[src/core/rail_window_pkg.sv]
package rail_window_pkg;

  // ----------------------------------------------------------------
  // register offsets
  // ----------------------------------------------------------------
  localparam logic [7:0] OFF_FAST_UV   = 8'h20;
  localparam logic [7:0] OFF_FAST_OV   = 8'h21;
  localparam logic [7:0] OFF_SLOW_UV   = 8'h22;
  localparam logic [7:0] OFF_SLOW_OV   = 8'h23;
  localparam logic [7:0] OFF_DEBOUNCE  = 8'h24;
  localparam logic [7:0] OFF_CUTOFF    = 8'h25;

  // ----------------------------------------------------------------
  // reset values and field layout
  // ----------------------------------------------------------------
  localparam logic [7:0] RST_UV        = 8'h00;
  localparam logic [7:0] RST_OV        = 8'hff;
  localparam logic [7:0] RST_DEBOUNCE  = 8'h00;
  localparam logic [1:0] RST_ROUTE     = 2'h2;
  localparam int         OVERVOLT_DEBOUNCE_CODE_LSB    = 4;
  localparam int         UNDERVOLT_DEBOUNCE_CODE_LSB    = 0;
  localparam int         ROUTE_LSB     = 3;
  localparam int         CUTOFF_LSB    = 0;
  localparam int         ROUTE_UV_BIT  = 0;
  localparam int         ROUTE_OV_BIT  = 1;

  // ----------------------------------------------------------------
  // cutoff codes
  // ----------------------------------------------------------------
  localparam logic [2:0] CUT_250HZ     = 3'h2;
  localparam logic [2:0] CUT_500HZ     = 3'h3;
  localparam logic [2:0] CUT_1KHZ      = 3'h4;
  localparam logic [2:0] CUT_2KHZ      = 3'h5;
  localparam logic [2:0] CUT_4KHZ      = 3'h6;

  // ----------------------------------------------------------------
  // threshold decode, millivolts
  // ----------------------------------------------------------------
  localparam int         MV_W          = 13;
  localparam logic [12:0] MV_OFS_1X    = 13'h00c8; // 0.2 V
  localparam logic [12:0] MV_STEP_1X   = 13'h0005; // 5 mV
  localparam logic [12:0] MV_OFS_4X    = 13'h0320; // 0.8 V
  localparam logic [12:0] MV_STEP_4X   = 13'h0014; // 20 mV

  // ----------------------------------------------------------------
  // debounce timing
  // ----------------------------------------------------------------
  localparam int         CLK_MHZ       = 200;
  localparam int         DEB_BASE_NS   = 100;  // 0.1 us for code 0
  localparam int         DEB_BASE_CYC  = (DEB_BASE_NS * CLK_MHZ) / 1000;
  localparam logic [3:0] DEB_SAT_CODE  = 4'ha; // 102.4 us and above

endpackage : rail_window_pkg

[src/core/fault_debounce.sv]
// qualifies one synchronised comparator level
module fault_debounce
#(
  parameter int BASE_CYC = rail_window_pkg::DEB_BASE_CYC,
  parameter int CNT_W    = 16
)
(
  input  wire logic       clock,
  input  wire logic       arst_n,
  input  wire logic       enable,
  input  wire logic       raw,
  input  wire logic [3:0] code,
  output logic            fault
);

  // refused at elaboration: the full-code count must fit the counter
  if (BASE_CYC < 1 || (BASE_CYC << 10) >= (1 << CNT_W))
  begin : g_bad_base
    $error("fault_debounce: BASE_CYC does not fit CNT_W");
  end

  logic [CNT_W-1:0] cnt_reg;
  logic [CNT_W-1:0] cnt_next;
  logic             fault_reg;
  logic             fault_next;
  logic [CNT_W-1:0] target;

  // ----------------------------------------------------------------
  // count stable cycles; release at once, qualify only the onset
  // ----------------------------------------------------------------
  always_comb
  begin
    if (code >= rail_window_pkg::DEB_SAT_CODE)
      target = CNT_W'(BASE_CYC) << rail_window_pkg::DEB_SAT_CODE;
    else
      target = CNT_W'(BASE_CYC) << code;
    cnt_next   = cnt_reg;
    fault_next = fault_reg;
    if (!enable || !raw)
    begin
      cnt_next   = '0;
      fault_next = 1'b0;
    end
    else if (!fault_reg)
    begin
      // >= keeps a shortened time from stranding the count
      if (cnt_reg + CNT_W'(1) >= target)
        fault_next = 1'b1;
      else
        cnt_next = cnt_reg + CNT_W'(1);
    end
  end

  always_ff @(posedge clock or negedge arst_n)
  begin
    if (!arst_n)
    begin
      cnt_reg   <= '0;
      fault_reg <= 1'b0;
    end
    else
    begin
      cnt_reg   <= cnt_next;
      fault_reg <= fault_next;
    end
  end

  assign fault = fault_reg;

endmodule : fault_debounce

[src/core/rail_window_fault_config.sv]
// Summary of operation
// - with 1x scaling a threshold code means 0.2 V plus code times 5 mV.
// - with 4x scaling a threshold code means 0.8 V plus code times 20 mV.
// - all four thresholds of the channel follow the one scaling bit.
// - the fast undervoltage limit sits at 0x20 and resets to 0x00.
// - the fast overvoltage limit sits at 0x21 and resets to all ones.
// - the slow undervoltage limit sits at 0x22 and resets to zero.
// - the slow overvoltage limit sits at 0x23 and resets to all ones.
// - a fast overvoltage fault needs a stable input for bits 7:4 time.
// - a fast undervoltage fault needs a stable input for bits 3:0 time.
// - debounce is 0.1 us doubling per code, 102.4 us from code 1010b.
// - bits 4:3 route fast faults to the reset pin, reset value 10b.
// - a 3-bit cutoff code picks 250 Hz to 4 kHz, default 1 kHz.
// - the low-pass filter is set so the slow path corner is the cutoff.
// - the channel scaling bit chooses 1x on 0 and 4x on 1.
// - faults are only produced while the channel monitor is enabled.
module rail_window_fault_config
#(
  // above 4096 cycles at full code, so kept shortenable for simulation
  parameter int DEB_BASE_CYC = rail_window_pkg::DEB_BASE_CYC,
  parameter int DEB_CNT_W    = 16
)
(
  input  wire logic        clock,
  input  wire logic        arst_n,
  // register port from the serial engine
  input  wire logic [7:0]  reg_addr,
  input  wire logic [7:0]  reg_wdata,
  input  wire logic        reg_wr_en,
  input  wire logic        reg_rd_en,
  output logic      [7:0]  reg_rdata,
  output logic             reg_rd_valid,
  // channel-wide controls held elsewhere
  input  wire logic        channel_scaling_select,
  input  wire logic        channel_monitor_enable,
  // analog comparator levels, asynchronous
  input  wire logic        fast_uv_cmp,
  input  wire logic        fast_ov_cmp,
  input  wire logic        slow_uv_cmp,
  input  wire logic        slow_ov_cmp,
  // threshold codes toward the comparator DACs
  output logic      [7:0]  fast_path_undervolt_limit,
  output logic      [7:0]  fast_path_overvolt_limit,
  output logic      [7:0]  slow_path_undervolt_limit,
  output logic      [7:0]  slow_path_overvolt_limit,
  // decoded thresholds in millivolts
  output logic      [12:0] fast_undervolt_mv,
  output logic      [12:0] fast_overvolt_mv,
  output logic      [12:0] slow_undervolt_mv,
  output logic      [12:0] slow_overvolt_mv,
  // filter corner select, always a valid code
  output logic      [2:0]  slow_path_cutoff,
  // qualified faults and the reset pin
  output logic             fast_uv_fault,
  output logic             fast_ov_fault,
  output logic             slow_uv_fault,
  output logic             slow_ov_fault,
  output logic             reset_output_low
);

  // ----------------------------------------------------------------
  // elaboration checks
  // ----------------------------------------------------------------
  if (DEB_BASE_CYC < 1)
  begin : g_bad_base
    $error("rail_window_fault_config: DEB_BASE_CYC below one");
  end
  if ((DEB_BASE_CYC << 10) >= (1 << DEB_CNT_W))
  begin : g_bad_width
    $error("rail_window_fault_config: DEB_CNT_W too narrow");
  end

  // ----------------------------------------------------------------
  // declarations
  // ----------------------------------------------------------------
  logic [7:0]  fast_uv_reg;
  logic [7:0]  fast_uv_next;
  logic [7:0]  fast_ov_reg;
  logic [7:0]  fast_ov_next;
  logic [7:0]  slow_uv_reg;
  logic [7:0]  slow_uv_next;
  logic [7:0]  slow_ov_reg;
  logic [7:0]  slow_ov_next;
  logic [7:0]  debounce_reg;
  logic [7:0]  debounce_next;
  logic [1:0]  route_reg;
  logic [1:0]  route_next;
  logic [2:0]  cutoff_reg;
  logic [2:0]  cutoff_next;
  logic [7:0]  rdata_reg;
  logic [7:0]  rdata_next;
  logic        rd_valid_reg;
  logic        rd_valid_next;

  logic [3:0]  cmp_meta_reg;
  logic [3:0]  cmp_sync_reg;

  logic [12:0] fast_uv_mv_reg;
  logic [12:0] fast_ov_mv_reg;
  logic [12:0] slow_uv_mv_reg;
  logic [12:0] slow_ov_mv_reg;
  logic [12:0] fast_uv_mv;
  logic [12:0] fast_ov_mv;
  logic [12:0] slow_uv_mv;
  logic [12:0] slow_ov_mv;

  logic        slow_uv_flt_reg;
  logic        slow_uv_flt_next;
  logic        slow_ov_flt_reg;
  logic        slow_ov_flt_next;
  logic        rst_low_reg;
  logic        rst_low_next;
  logic        fast_uv_q;
  logic        fast_ov_q;
  logic [2:0]  wr_cutoff;
  logic        wr_cutoff_ok;
  logic [3:0]  ov_code;
  logic [3:0]  uv_code;

  // ----------------------------------------------------------------
  // comparator synchronisers
  // ----------------------------------------------------------------
  // bit 0 fast uv, 1 fast ov, 2 slow uv, 3 slow ov
  always_ff @(posedge clock or negedge arst_n)
  begin
    if (!arst_n)
    begin
      cmp_meta_reg <= 4'h0;
      cmp_sync_reg <= 4'h0;
    end
    else
    begin
      cmp_meta_reg <= {slow_ov_cmp, slow_uv_cmp, fast_ov_cmp, fast_uv_cmp};
      cmp_sync_reg <= cmp_meta_reg;
    end
  end

  // ----------------------------------------------------------------
  // register writes
  // ----------------------------------------------------------------
  // a bad cutoff code leaves the old corner, so the filter never
  // sees a code it cannot build
  assign wr_cutoff    = reg_wdata[rail_window_pkg::CUTOFF_LSB +: 3];
  assign wr_cutoff_ok = (wr_cutoff >= rail_window_pkg::CUT_250HZ) &&
                        (wr_cutoff <= rail_window_pkg::CUT_4KHZ);

  always_comb
  begin
    fast_uv_next  = fast_uv_reg;
    fast_ov_next  = fast_ov_reg;
    slow_uv_next  = slow_uv_reg;
    slow_ov_next  = slow_ov_reg;
    debounce_next = debounce_reg;
    route_next    = route_reg;
    cutoff_next   = cutoff_reg;
    if (reg_wr_en)
    begin
      if (reg_addr == rail_window_pkg::OFF_FAST_UV)
        fast_uv_next = reg_wdata;
      else if (reg_addr == rail_window_pkg::OFF_FAST_OV)
        fast_ov_next = reg_wdata;
      else if (reg_addr == rail_window_pkg::OFF_SLOW_UV)
        slow_uv_next = reg_wdata;
      else if (reg_addr == rail_window_pkg::OFF_SLOW_OV)
        slow_ov_next = reg_wdata;
      else if (reg_addr == rail_window_pkg::OFF_DEBOUNCE)
        debounce_next = reg_wdata;
      else if (reg_addr == rail_window_pkg::OFF_CUTOFF)
      begin
        route_next = reg_wdata[rail_window_pkg::ROUTE_LSB +: 2];
        if (wr_cutoff_ok)
          cutoff_next = wr_cutoff;
      end
    end
  end

  // ----------------------------------------------------------------
  // register reads
  // ----------------------------------------------------------------
  // unmapped offsets read as zero; reserved bits 7:5 read as zero
  always_comb
  begin
    rdata_next    = rdata_reg;
    rd_valid_next = reg_rd_en;
    if (reg_rd_en)
    begin
      if (reg_addr == rail_window_pkg::OFF_FAST_UV)
        rdata_next = fast_uv_reg;
      else if (reg_addr == rail_window_pkg::OFF_FAST_OV)
        rdata_next = fast_ov_reg;
      else if (reg_addr == rail_window_pkg::OFF_SLOW_UV)
        rdata_next = slow_uv_reg;
      else if (reg_addr == rail_window_pkg::OFF_SLOW_OV)
        rdata_next = slow_ov_reg;
      else if (reg_addr == rail_window_pkg::OFF_DEBOUNCE)
        rdata_next = debounce_reg;
      else if (reg_addr == rail_window_pkg::OFF_CUTOFF)
        rdata_next = {3'h0, route_reg, cutoff_reg};
      else
        rdata_next = 8'h00;
    end
  end

  always_ff @(posedge clock or negedge arst_n)
  begin
    if (!arst_n)
    begin
      fast_uv_reg  <= rail_window_pkg::RST_UV;
      fast_ov_reg  <= rail_window_pkg::RST_OV;
      slow_uv_reg  <= rail_window_pkg::RST_UV;
      slow_ov_reg  <= rail_window_pkg::RST_OV;
      debounce_reg <= rail_window_pkg::RST_DEBOUNCE;
      route_reg    <= rail_window_pkg::RST_ROUTE;
      cutoff_reg   <= rail_window_pkg::CUT_1KHZ;
      rdata_reg    <= 8'h00;
      rd_valid_reg <= 1'b0;
    end
    else
    begin
      fast_uv_reg  <= fast_uv_next;
      fast_ov_reg  <= fast_ov_next;
      slow_uv_reg  <= slow_uv_next;
      slow_ov_reg  <= slow_ov_next;
      debounce_reg <= debounce_next;
      route_reg    <= route_next;
      cutoff_reg   <= cutoff_next;
      rdata_reg    <= rdata_next;
      rd_valid_reg <= rd_valid_next;
    end
  end

  // ----------------------------------------------------------------
  // threshold decode, one scaling bit for all four
  // ----------------------------------------------------------------
  threshold_decode u_dec_fast_uv
  (
    .code       (fast_uv_reg),
    .scale_4x   (channel_scaling_select),
    .millivolts (fast_uv_mv)
  );

  threshold_decode u_dec_fast_ov
  (
    .code       (fast_ov_reg),
    .scale_4x   (channel_scaling_select),
    .millivolts (fast_ov_mv)
  );

  threshold_decode u_dec_slow_uv
  (
    .code       (slow_uv_reg),
    .scale_4x   (channel_scaling_select),
    .millivolts (slow_uv_mv)
  );

  threshold_decode u_dec_slow_ov
  (
    .code       (slow_ov_reg),
    .scale_4x   (channel_scaling_select),
    .millivolts (slow_ov_mv)
  );

  // registered so the outputs come from flops, one cycle behind
  always_ff @(posedge clock or negedge arst_n)
  begin
    if (!arst_n)
    begin
      fast_uv_mv_reg <= rail_window_pkg::MV_OFS_1X;
      fast_ov_mv_reg <= rail_window_pkg::MV_OFS_1X;
      slow_uv_mv_reg <= rail_window_pkg::MV_OFS_1X;
      slow_ov_mv_reg <= rail_window_pkg::MV_OFS_1X;
    end
    else
    begin
      fast_uv_mv_reg <= fast_uv_mv;
      fast_ov_mv_reg <= fast_ov_mv;
      slow_uv_mv_reg <= slow_uv_mv;
      slow_ov_mv_reg <= slow_ov_mv;
    end
  end

  // ----------------------------------------------------------------
  // fast path debounce
  // ----------------------------------------------------------------
  assign ov_code = debounce_reg[rail_window_pkg::OVERVOLT_DEBOUNCE_CODE_LSB +: 4];
  assign uv_code = debounce_reg[rail_window_pkg::UNDERVOLT_DEBOUNCE_CODE_LSB +: 4];

  // comparator high means below the uv limit or above the ov limit
  fault_debounce
  #(
    .BASE_CYC (DEB_BASE_CYC),
    .CNT_W    (DEB_CNT_W)
  )
  u_deb_fast_ov
  (
    .clock  (clock),
    .arst_n (arst_n),
    .enable (channel_monitor_enable),
    .raw    (cmp_sync_reg[1]),
    .code   (ov_code),
    .fault  (fast_ov_q)
  );

  fault_debounce
  #(
    .BASE_CYC (DEB_BASE_CYC),
    .CNT_W    (DEB_CNT_W)
  )
  u_deb_fast_uv
  (
    .clock  (clock),
    .arst_n (arst_n),
    .enable (channel_monitor_enable),
    .raw    (cmp_sync_reg[0]),
    .code   (uv_code),
    .fault  (fast_uv_q)
  );

  // ----------------------------------------------------------------
  // slow path faults and reset routing
  // ----------------------------------------------------------------
  // the slow path is already filtered in analog, so no debounce here
  always_comb
  begin
    slow_uv_flt_next = channel_monitor_enable && cmp_sync_reg[2];
    slow_ov_flt_next = channel_monitor_enable && cmp_sync_reg[3];
    rst_low_next   = !((route_reg[rail_window_pkg::ROUTE_UV_BIT] &&
                        fast_uv_q) ||
                       (route_reg[rail_window_pkg::ROUTE_OV_BIT] &&
                        fast_ov_q));
  end

  always_ff @(posedge clock or negedge arst_n)
  begin
    if (!arst_n)
    begin
      slow_uv_flt_reg <= 1'b0;
      slow_ov_flt_reg <= 1'b0;
      rst_low_reg     <= 1'b1;
    end
    else
    begin
      slow_uv_flt_reg <= slow_uv_flt_next;
      slow_ov_flt_reg <= slow_ov_flt_next;
      rst_low_reg     <= rst_low_next;
    end
  end

  // ----------------------------------------------------------------
  // outputs
  // ----------------------------------------------------------------
  assign reg_rdata                 = rdata_reg;
  assign reg_rd_valid              = rd_valid_reg;
  assign fast_path_undervolt_limit = fast_uv_reg;
  assign fast_path_overvolt_limit  = fast_ov_reg;
  assign slow_path_undervolt_limit = slow_uv_reg;
  assign slow_path_overvolt_limit  = slow_ov_reg;
  assign fast_undervolt_mv         = fast_uv_mv_reg;
  assign fast_overvolt_mv          = fast_ov_mv_reg;
  assign slow_undervolt_mv         = slow_uv_mv_reg;
  assign slow_overvolt_mv          = slow_ov_mv_reg;
  assign slow_path_cutoff          = cutoff_reg;
  assign fast_uv_fault             = fast_uv_q;
  assign fast_ov_fault             = fast_ov_q;
  assign slow_uv_fault             = slow_uv_flt_reg;
  assign slow_ov_fault             = slow_ov_flt_reg;
  assign reset_output_low          = rst_low_reg;

endmodule : rail_window_fault_config

[src/core/threshold_decode.sv]
// threshold code to millivolts, one scaling per channel
module threshold_decode
(
  input  wire logic [7:0]  code,
  input  wire logic        scale_4x,
  output logic      [12:0] millivolts
);

  // ----------------------------------------------------------------
  // offset plus code times step
  // ----------------------------------------------------------------
  always_comb
  begin
    if (scale_4x)
      millivolts = rail_window_pkg::MV_OFS_4X +
                   13'(code) * rail_window_pkg::MV_STEP_4X;
    else
      millivolts = rail_window_pkg::MV_OFS_1X +
                   13'(code) * rail_window_pkg::MV_STEP_1X;
  end

endmodule : threshold_decode

[config.mk]
export PLATFORM = sky130hd
export DESIGN_NAME = rail_window_fault_config
export DESIGN_NICKNAME = d
export VERILOG_FILES = /design/src/core/rail_window_pkg.sv /design/src/core/fault_debounce.sv /design/src/core/rail_window_fault_config.sv /design/src/core/threshold_decode.sv
export SDC_FILE = /design/constraint.sdc
export NUM_CORES = 1
export LEC_CHECK = 0
export ABC_CLOCK_PERIOD_IN_PS = 4610
export BUFFER_PORTS_ARGS = -buffer_cell sky130_fd_sc_hd__buf_2
export CAP_MARGIN = 20
export CORE_MARGIN = 2
export CORE_UTILIZATION = 25
export DETAILED_ROUTE_END_ITERATION = 8
export PLACE_DENSITY = 0.44
export SLEW_MARGIN = 10
export SYNTH_ARGS = -nofsm -noshare
export SYNTH_HDL_FRONTEND = slang
export SYNTH_SLANG_ARGS = --single-unit
[constraint.sdc]
create_clock -name clock -period 4.61 [get_ports clock]
set_input_delay 0.2305 -clock clock [delete_from_list [all_inputs] [get_ports clock]]
set_output_delay 0.2305 -clock clock [all_outputs]
set_load 0.03 [all_outputs]
* Word level (Yosys, flattened, before mapping) *
Cells that the tools add are included.

word-level totals
  register bits after elaboration = 151
  input port bits = 26
  output and inout bits = 101
  word-level logic and storage cells = 108

cells by class
  add/subtract/negate cells = 10
  multiply operators = 8
  $lt $le $gt $ge = 6
  equality and inequality tests = 10
  shifts and indexed selects = 2
  muxes and demuxes = 24
  bitwise logic cells = 5
  reduce and logical (&&, ||, !) cells = 21

operators with widths
  cell                    count
  $mux 16                 8
  $mul 8x3->11 const B    8
  $add 10x13->13 const A  4
  $mux 13                 4
  $add 8x11->12 const A   4
  $eq 8x6->1 const B      6
  $mux 8                  5
  $add 16x1->16 const B   2
  $ge 16x16->1            2
  $shl 5x4->16 const A    2
  $ge 4x4->1 const B      2
  $reduce_and 8->1        1
  $reduce_and 7->1        1
  $mux 1                  6
  $reduce_and 2->1        3
  $reduce_and 6->1        1
  $logic_and 1x1->1       5
  $mux 5                  1
  $not 1->1               5
  $reduce_and 5->1        1
  $logic_not 1->1         4
  $ne 2x1->1 const B      2
  $ne 2x2->1 const B      2
  $reduce_and 4->1        1
  4 further kinds         6

* Depth between registers and ports, before layout *
  word-level depth = 7
  mapped depth = 15
  gate-level depth less buffers = 13

* By module *
Synthesis repeated with hierarchy kept, for this count alone.

unflattened totals
  cell total of the unflattened synthesis = 1126
  area total of the unflattened synthesis = 11258.3 µm²

by module, submodules not included
  module                                times used  cells an instance  area an instance (µm²)  seq. area each (µm²)
  rail_window_fault_config              1           300                4396.7                  2966.6
  fault_debounce                        2           170                1467.7                  425.4
  threshold_decode (u_dec_slow_ov ...)  2           120                982.2                   0.0
  threshold_decode (u_dec_fast_ov ...)  2           123                980.9                   0.0

* Least setup slack after synthesis *
Ideal clock, no wire load.

  path type = register to register
  from = register u_deb_fast_uv.cnt_reg[2]
  to = register u_deb_fast_uv.cnt_reg[8]
  library setup time = 78 ps
  arrival time = 3274 ps
  data required time = 4532 ps
  slack = 1257 ps
  cell stages (with the launch flop) = 14
  path buffers = 1
  clock period less this slack = 3353 ps
  path through = dfrtp_1 nand3_2 nor4_2 nand3_1 nor2_1 xnor2_1 ha_1 nand2_1 nor4_1 a2111oi_2 nand3_1 buf_2 or3_1 a21oi_1

between the ends
  word-level cells in the longest chain between the ends = 4
  elaborated cells on any way between the ends = 7
  those cells by class = add/sub: 1; order compare: 1; eq/ne: 1; mux: 3; reduce/logical: 1

ends and longest elaborated chain
  item                                                          line                                        RTL
  from (decl)                                                   fault_debounce.sv:22                        logic [CNT_W-1:0] cnt_reg;
  from (signal assigned)                                        fault_debounce.sv:63                        cnt_reg <= cnt_next;
  $add 16x1->16 *                                               fault_debounce.sv:47, fault_debounce.sv:50
  $ge 16x16->1 / $mux 16 (equally long branches)                fault_debounce.sv:47                        if (cnt_reg + CNT_W'(1) >= target)
  $ne 2x1->1 (no line) / $mux 16 (equally long branches)        --
  $reduce_and 2->1 (no line) / $mux 16 (equally long branches)  --

Mark *: on every way between the ends. The rest lies on a longest branch, timed or not. The select of a mux whose other input is x is not followed.
A chain may end at the register's enable or synchronous reset.

* Worst setup path after layout *
  from = register u_deb_fast_uv.cnt_reg[2]
  to = register u_deb_fast_uv.cnt_reg[3]

The elaborated chain is that of the path after synthesis.

==> summary.md <==
| Metric | Value |
|---|---|
| Crit path time final | 3.99 ns |
| FILL cells | 4,435 |
| Worst Setup End Kind | flip-flop |
| FF+latch area | 3820 um2 |
| Delay-heaviest family, CP | simple AND/OR/NAND/NOR gates |
| Largest net degree at the start of global routing | 86 |
| GRT Util Overall | 13.5% |
| DRC viols | 0 |
| Vias in the first global route | 8,297 |
| I/O pin cnt | 127 |
| Arrival @ worst endpoint | 4.35 ns |
| Vias per inst | 4.69 |
| Post-synth cell types | 66 |
| CP max FO | 16 |
| Slew margin rel. | 44.5% |
| Worst IR drop on VDD | 0.211 mV |
| Vias | 8,345 |
| HPWL after detailed placement | 22,100 um |
| Setup TNS | 0 ns |
| Worst-Margin Slew | 0.833 ns |
| Synth top area share | 28.3% |
| Antenna violations before repair | 2 |
| Clk slew on worst S/H paths | 0.06 ns |
| Worst path depth | 12 |
| Post-Synthesis Cell Area | 10,600 um2 |
| Sequential fraction of the synthesis area | 36.0% |
| Post-synth EDFFs | 0 |
| Cell repeated most along the worst path | nand3_2 |
| Global placement routability congestion | 0.824 |
| Crit path max-delay cell type | a2111oi_2 |
| Synthesis Warnings | 0 |
| Hold depth | 1 |
| Hold Path Class | primary input to flip-flop |
| Synth area leader | dfrtp_1 |
| Slowest stage delay, CP | 0.58 ns |
| FMAX | 250 MHz |
| Die width | 210 um |
| CP Class | flip-flop to flip-flop |
| LEAKAGE | 6.08 nW |
| Final setup viols | 0 |
| CTS tree | yes |
| Worst path required time | 4.97 ns |
| # rows | 75 |
| Port bufs | 126 |
| Die area | 44,100 um2 |
| Initial Utilization | 25.3% |
| Reg2Reg Depth | 12 |
| Post-layout power | 0.00394 W |
| Core footprint | 41,900 um2 |
| Clock insertion delay at the later pin of the skew report | 0.45 ns |
| DR pass1 iterations | 4 |
| Synthesized instance count | 1,110 |
| Fin. Hold Viols | 0 |
| Synth-to-layout area growth | 17.7% |
| Worst setup SP type | flip-flop |
| WP buf/inv | 0 |
| Root Buffer | clkbuf_16 |
| Grt total ovfl | 0 |
| FFs w/ async S/R, synth | 100% |
| Clock Path Buffers | 2 |
| Setup Buffers After CTS | 0 |
| WL final | 28,900 um |
| Final period util | 86.6% |
| Die extent in y | 210 um |
| Yosys reg bits | 151 |
| H-tree Lvls | 4 |
| FF-to-FF setup slack | 0.62 ns |
| First-pass GRT wire length | 46,600 um |
| Wire per inst | 16.2 um |
| Crit-path cells | nand3_2, nor4_2, nand3_1, nor2_1, xnor2_1, ha_1, nand2_1, nor4_1, a2111oi_2, nand3_2, or3_1, a21oi_1 |
| Max-Cap Viols | 0 |
| Slew Limit Fails | 0 |
| Number of CTS-inserted buffers | 17 |
| Share of cells above drive strength 1 | 21.1% |
| Status | finished clean |
| CTS sink count | 151 |
| Ratio of total power to cell area | 316 nW/um2 |
| Synth Flop Type | dfrtp_1 |
| Syn Area/Cell | 9.55 um2 |
| Multi-input gate area | 6370 um2 |
| Layout Skew | 0.00867 ns |
| Unrepaired setup endpoints after global routing | false |
| Final antenna-violating net count | 0 |
| Largest cells by area after synthesis | dfrtp_1 (28%), ha_1 (13%), dfstp_2 (7.7%) |
| DR iter-0 viols | 411 |
| Nets | 1,386 |
## cells by family after synthesis
logic type	synth area share (%)
compound gates	13.7
xor+xnor	7.35
fa+ha+maj	17.2
buf+inv	4.05
flops	36.0
mux	5.76
other cells	0.0354
simple gates	15.8
## per-layer routing
metal	part of all wire (%)	track usage [%]
met1	48	18.1
met2	48	22.3
met3	3.0	2.35
met4	1.5	3.84
met5	0	0
## report_power, final
group | internal, W | switching [W] | total (W)
Sequential | 0.00144 | 0.0000785 | 0.00152
Combinational | 0.000331 | 0.000592 | 0.000922
Clock | 0.000873 | 0.000622 | 0.00149
## worst paths after layout
path / startpoint / endpoint
worst max-delay path: u_deb_fast_uv.cnt_reg[2]$_DFFE_PN0P_ / u_deb_fast_uv.cnt_reg[3]$_DFFE_PN0P_
worst min-delay path: reg_rd_en / reg_rd_valid$_DFF_PN0_
worst max register to register: u_deb_fast_uv.cnt_reg[2]$_DFFE_PN0P_ / u_deb_fast_uv.cnt_reg[3]$_DFFE_PN0P_
worst min register to register: cmp_meta_reg[0]$_DFF_PN0_ / cmp_sync_reg[0]$_DFF_PN0_
max in group asynchronous: arst_n / route_reg[1]$_DFFE_PN1P_
min in group asynchronous: arst_n / u_deb_fast_uv.cnt_reg[13]$_DFFE_PN0P_
## timing repair
item / CTS / global route
hold buffers: 5 / 0
hold endpoints to repair: 70 / 0
resized for setup: 0 / 1
endpoints found under the setup margin: 0 / 1
## cells in the mapped netlist (20+ instances only)
cell / count
a21oi_1: 75
nor2_1: 89
dfstp_2: 31
clkbuf_1: 34
inv_1: 73
nor2b_1: 20
nand2_1: 84
o21ai_0: 69
dfrtp_1: 120
mux2_2: 44
xnor2_1: 52
nand3_1: 26
fa_1: 20
ha_1: 114
xor2_1: 37
## layout make-up
type / count / share of cell area (%)
Antenna cell: 1 / 0.0201
Clock buffer: 19 / 3.55
Clock inverter: 13 / 1.39
Inverter: 73 / 2.20
Multi-Input combinational cell: 847 / 51.0
Sequential cell: 151 / 30.6
Tap cell: 539 / 5.40
Timing Repair Buffer: 136 / 5.81
## cell usage in the layout, fill, tap and decap left out, types with 6 or more instances in the layout
cell / Yosys / layout
a21o_1: 10 / 10
nor3_1: 12 / 12
fa_1: 20 / 20
inv_1: 73 / 73
dfrtp_1: 120 / 120
nor4_1: 9 / 8
o211ai_1: 8 / 8
ha_1: 114 / 114
buf_2: 4 / 125
a22oi_1: 7 / 7
xnor2_1: 52 / 52
o22ai_1: 6 / 6
and2_1: 13 / 13
a21oi_1: 75 / 75
or3_1: 9 / 9
o21ai_0: 69 / 69
o21bai_1: 7 / 7
a31o_2: 8 / 8
mux2_2: 44 / 44
nor2b_1: 20 / 20
nand4_1: 11 / 11
a211oi_1: 10 / 10
nand2b_1: 9 / 9
nor3b_1: 9 / 9
nand2_1: 84 / 84
xor2_1: 37 / 37
o221ai_1: 6 / 6
mux2i_1: 7 / 7
dfstp_2: 31 / 31
and3_1: 18 / 18
nand3_1: 26 / 25
clkbuf_16: 0 / 17
nor2_1: 89 / 89
## worst reg2reg max path, delay by kind of cell (launching register included)
kind                     cells  cell delay (ns)
AO/OA/AOI/OAI                2             0.74
XOR/XNOR                     1             0.16
adder cells (fa/ha/maj)      1             0.27
flip-flops                   1             0.45
AND/OR/NAND/NOR              8             2.28
## stage by stage
stage                     cells  utilization (%)  setup slack [ns]  instance area [um2]  hold WS [ns]
after floorplan            1111                -              1.26                10600       -0.0651
after global placement     1740             28.2             0.624                11800         0.333
after detailed placement   1741             28.2             0.535                11800         0.335
after CTS                  1778             29.8             0.509                12500        0.0308
after global routing       1778             29.8             0.202                12500        0.0681
final                      1779             29.8             0.616                12500        0.0607
(Power assumes the default switching activity.)
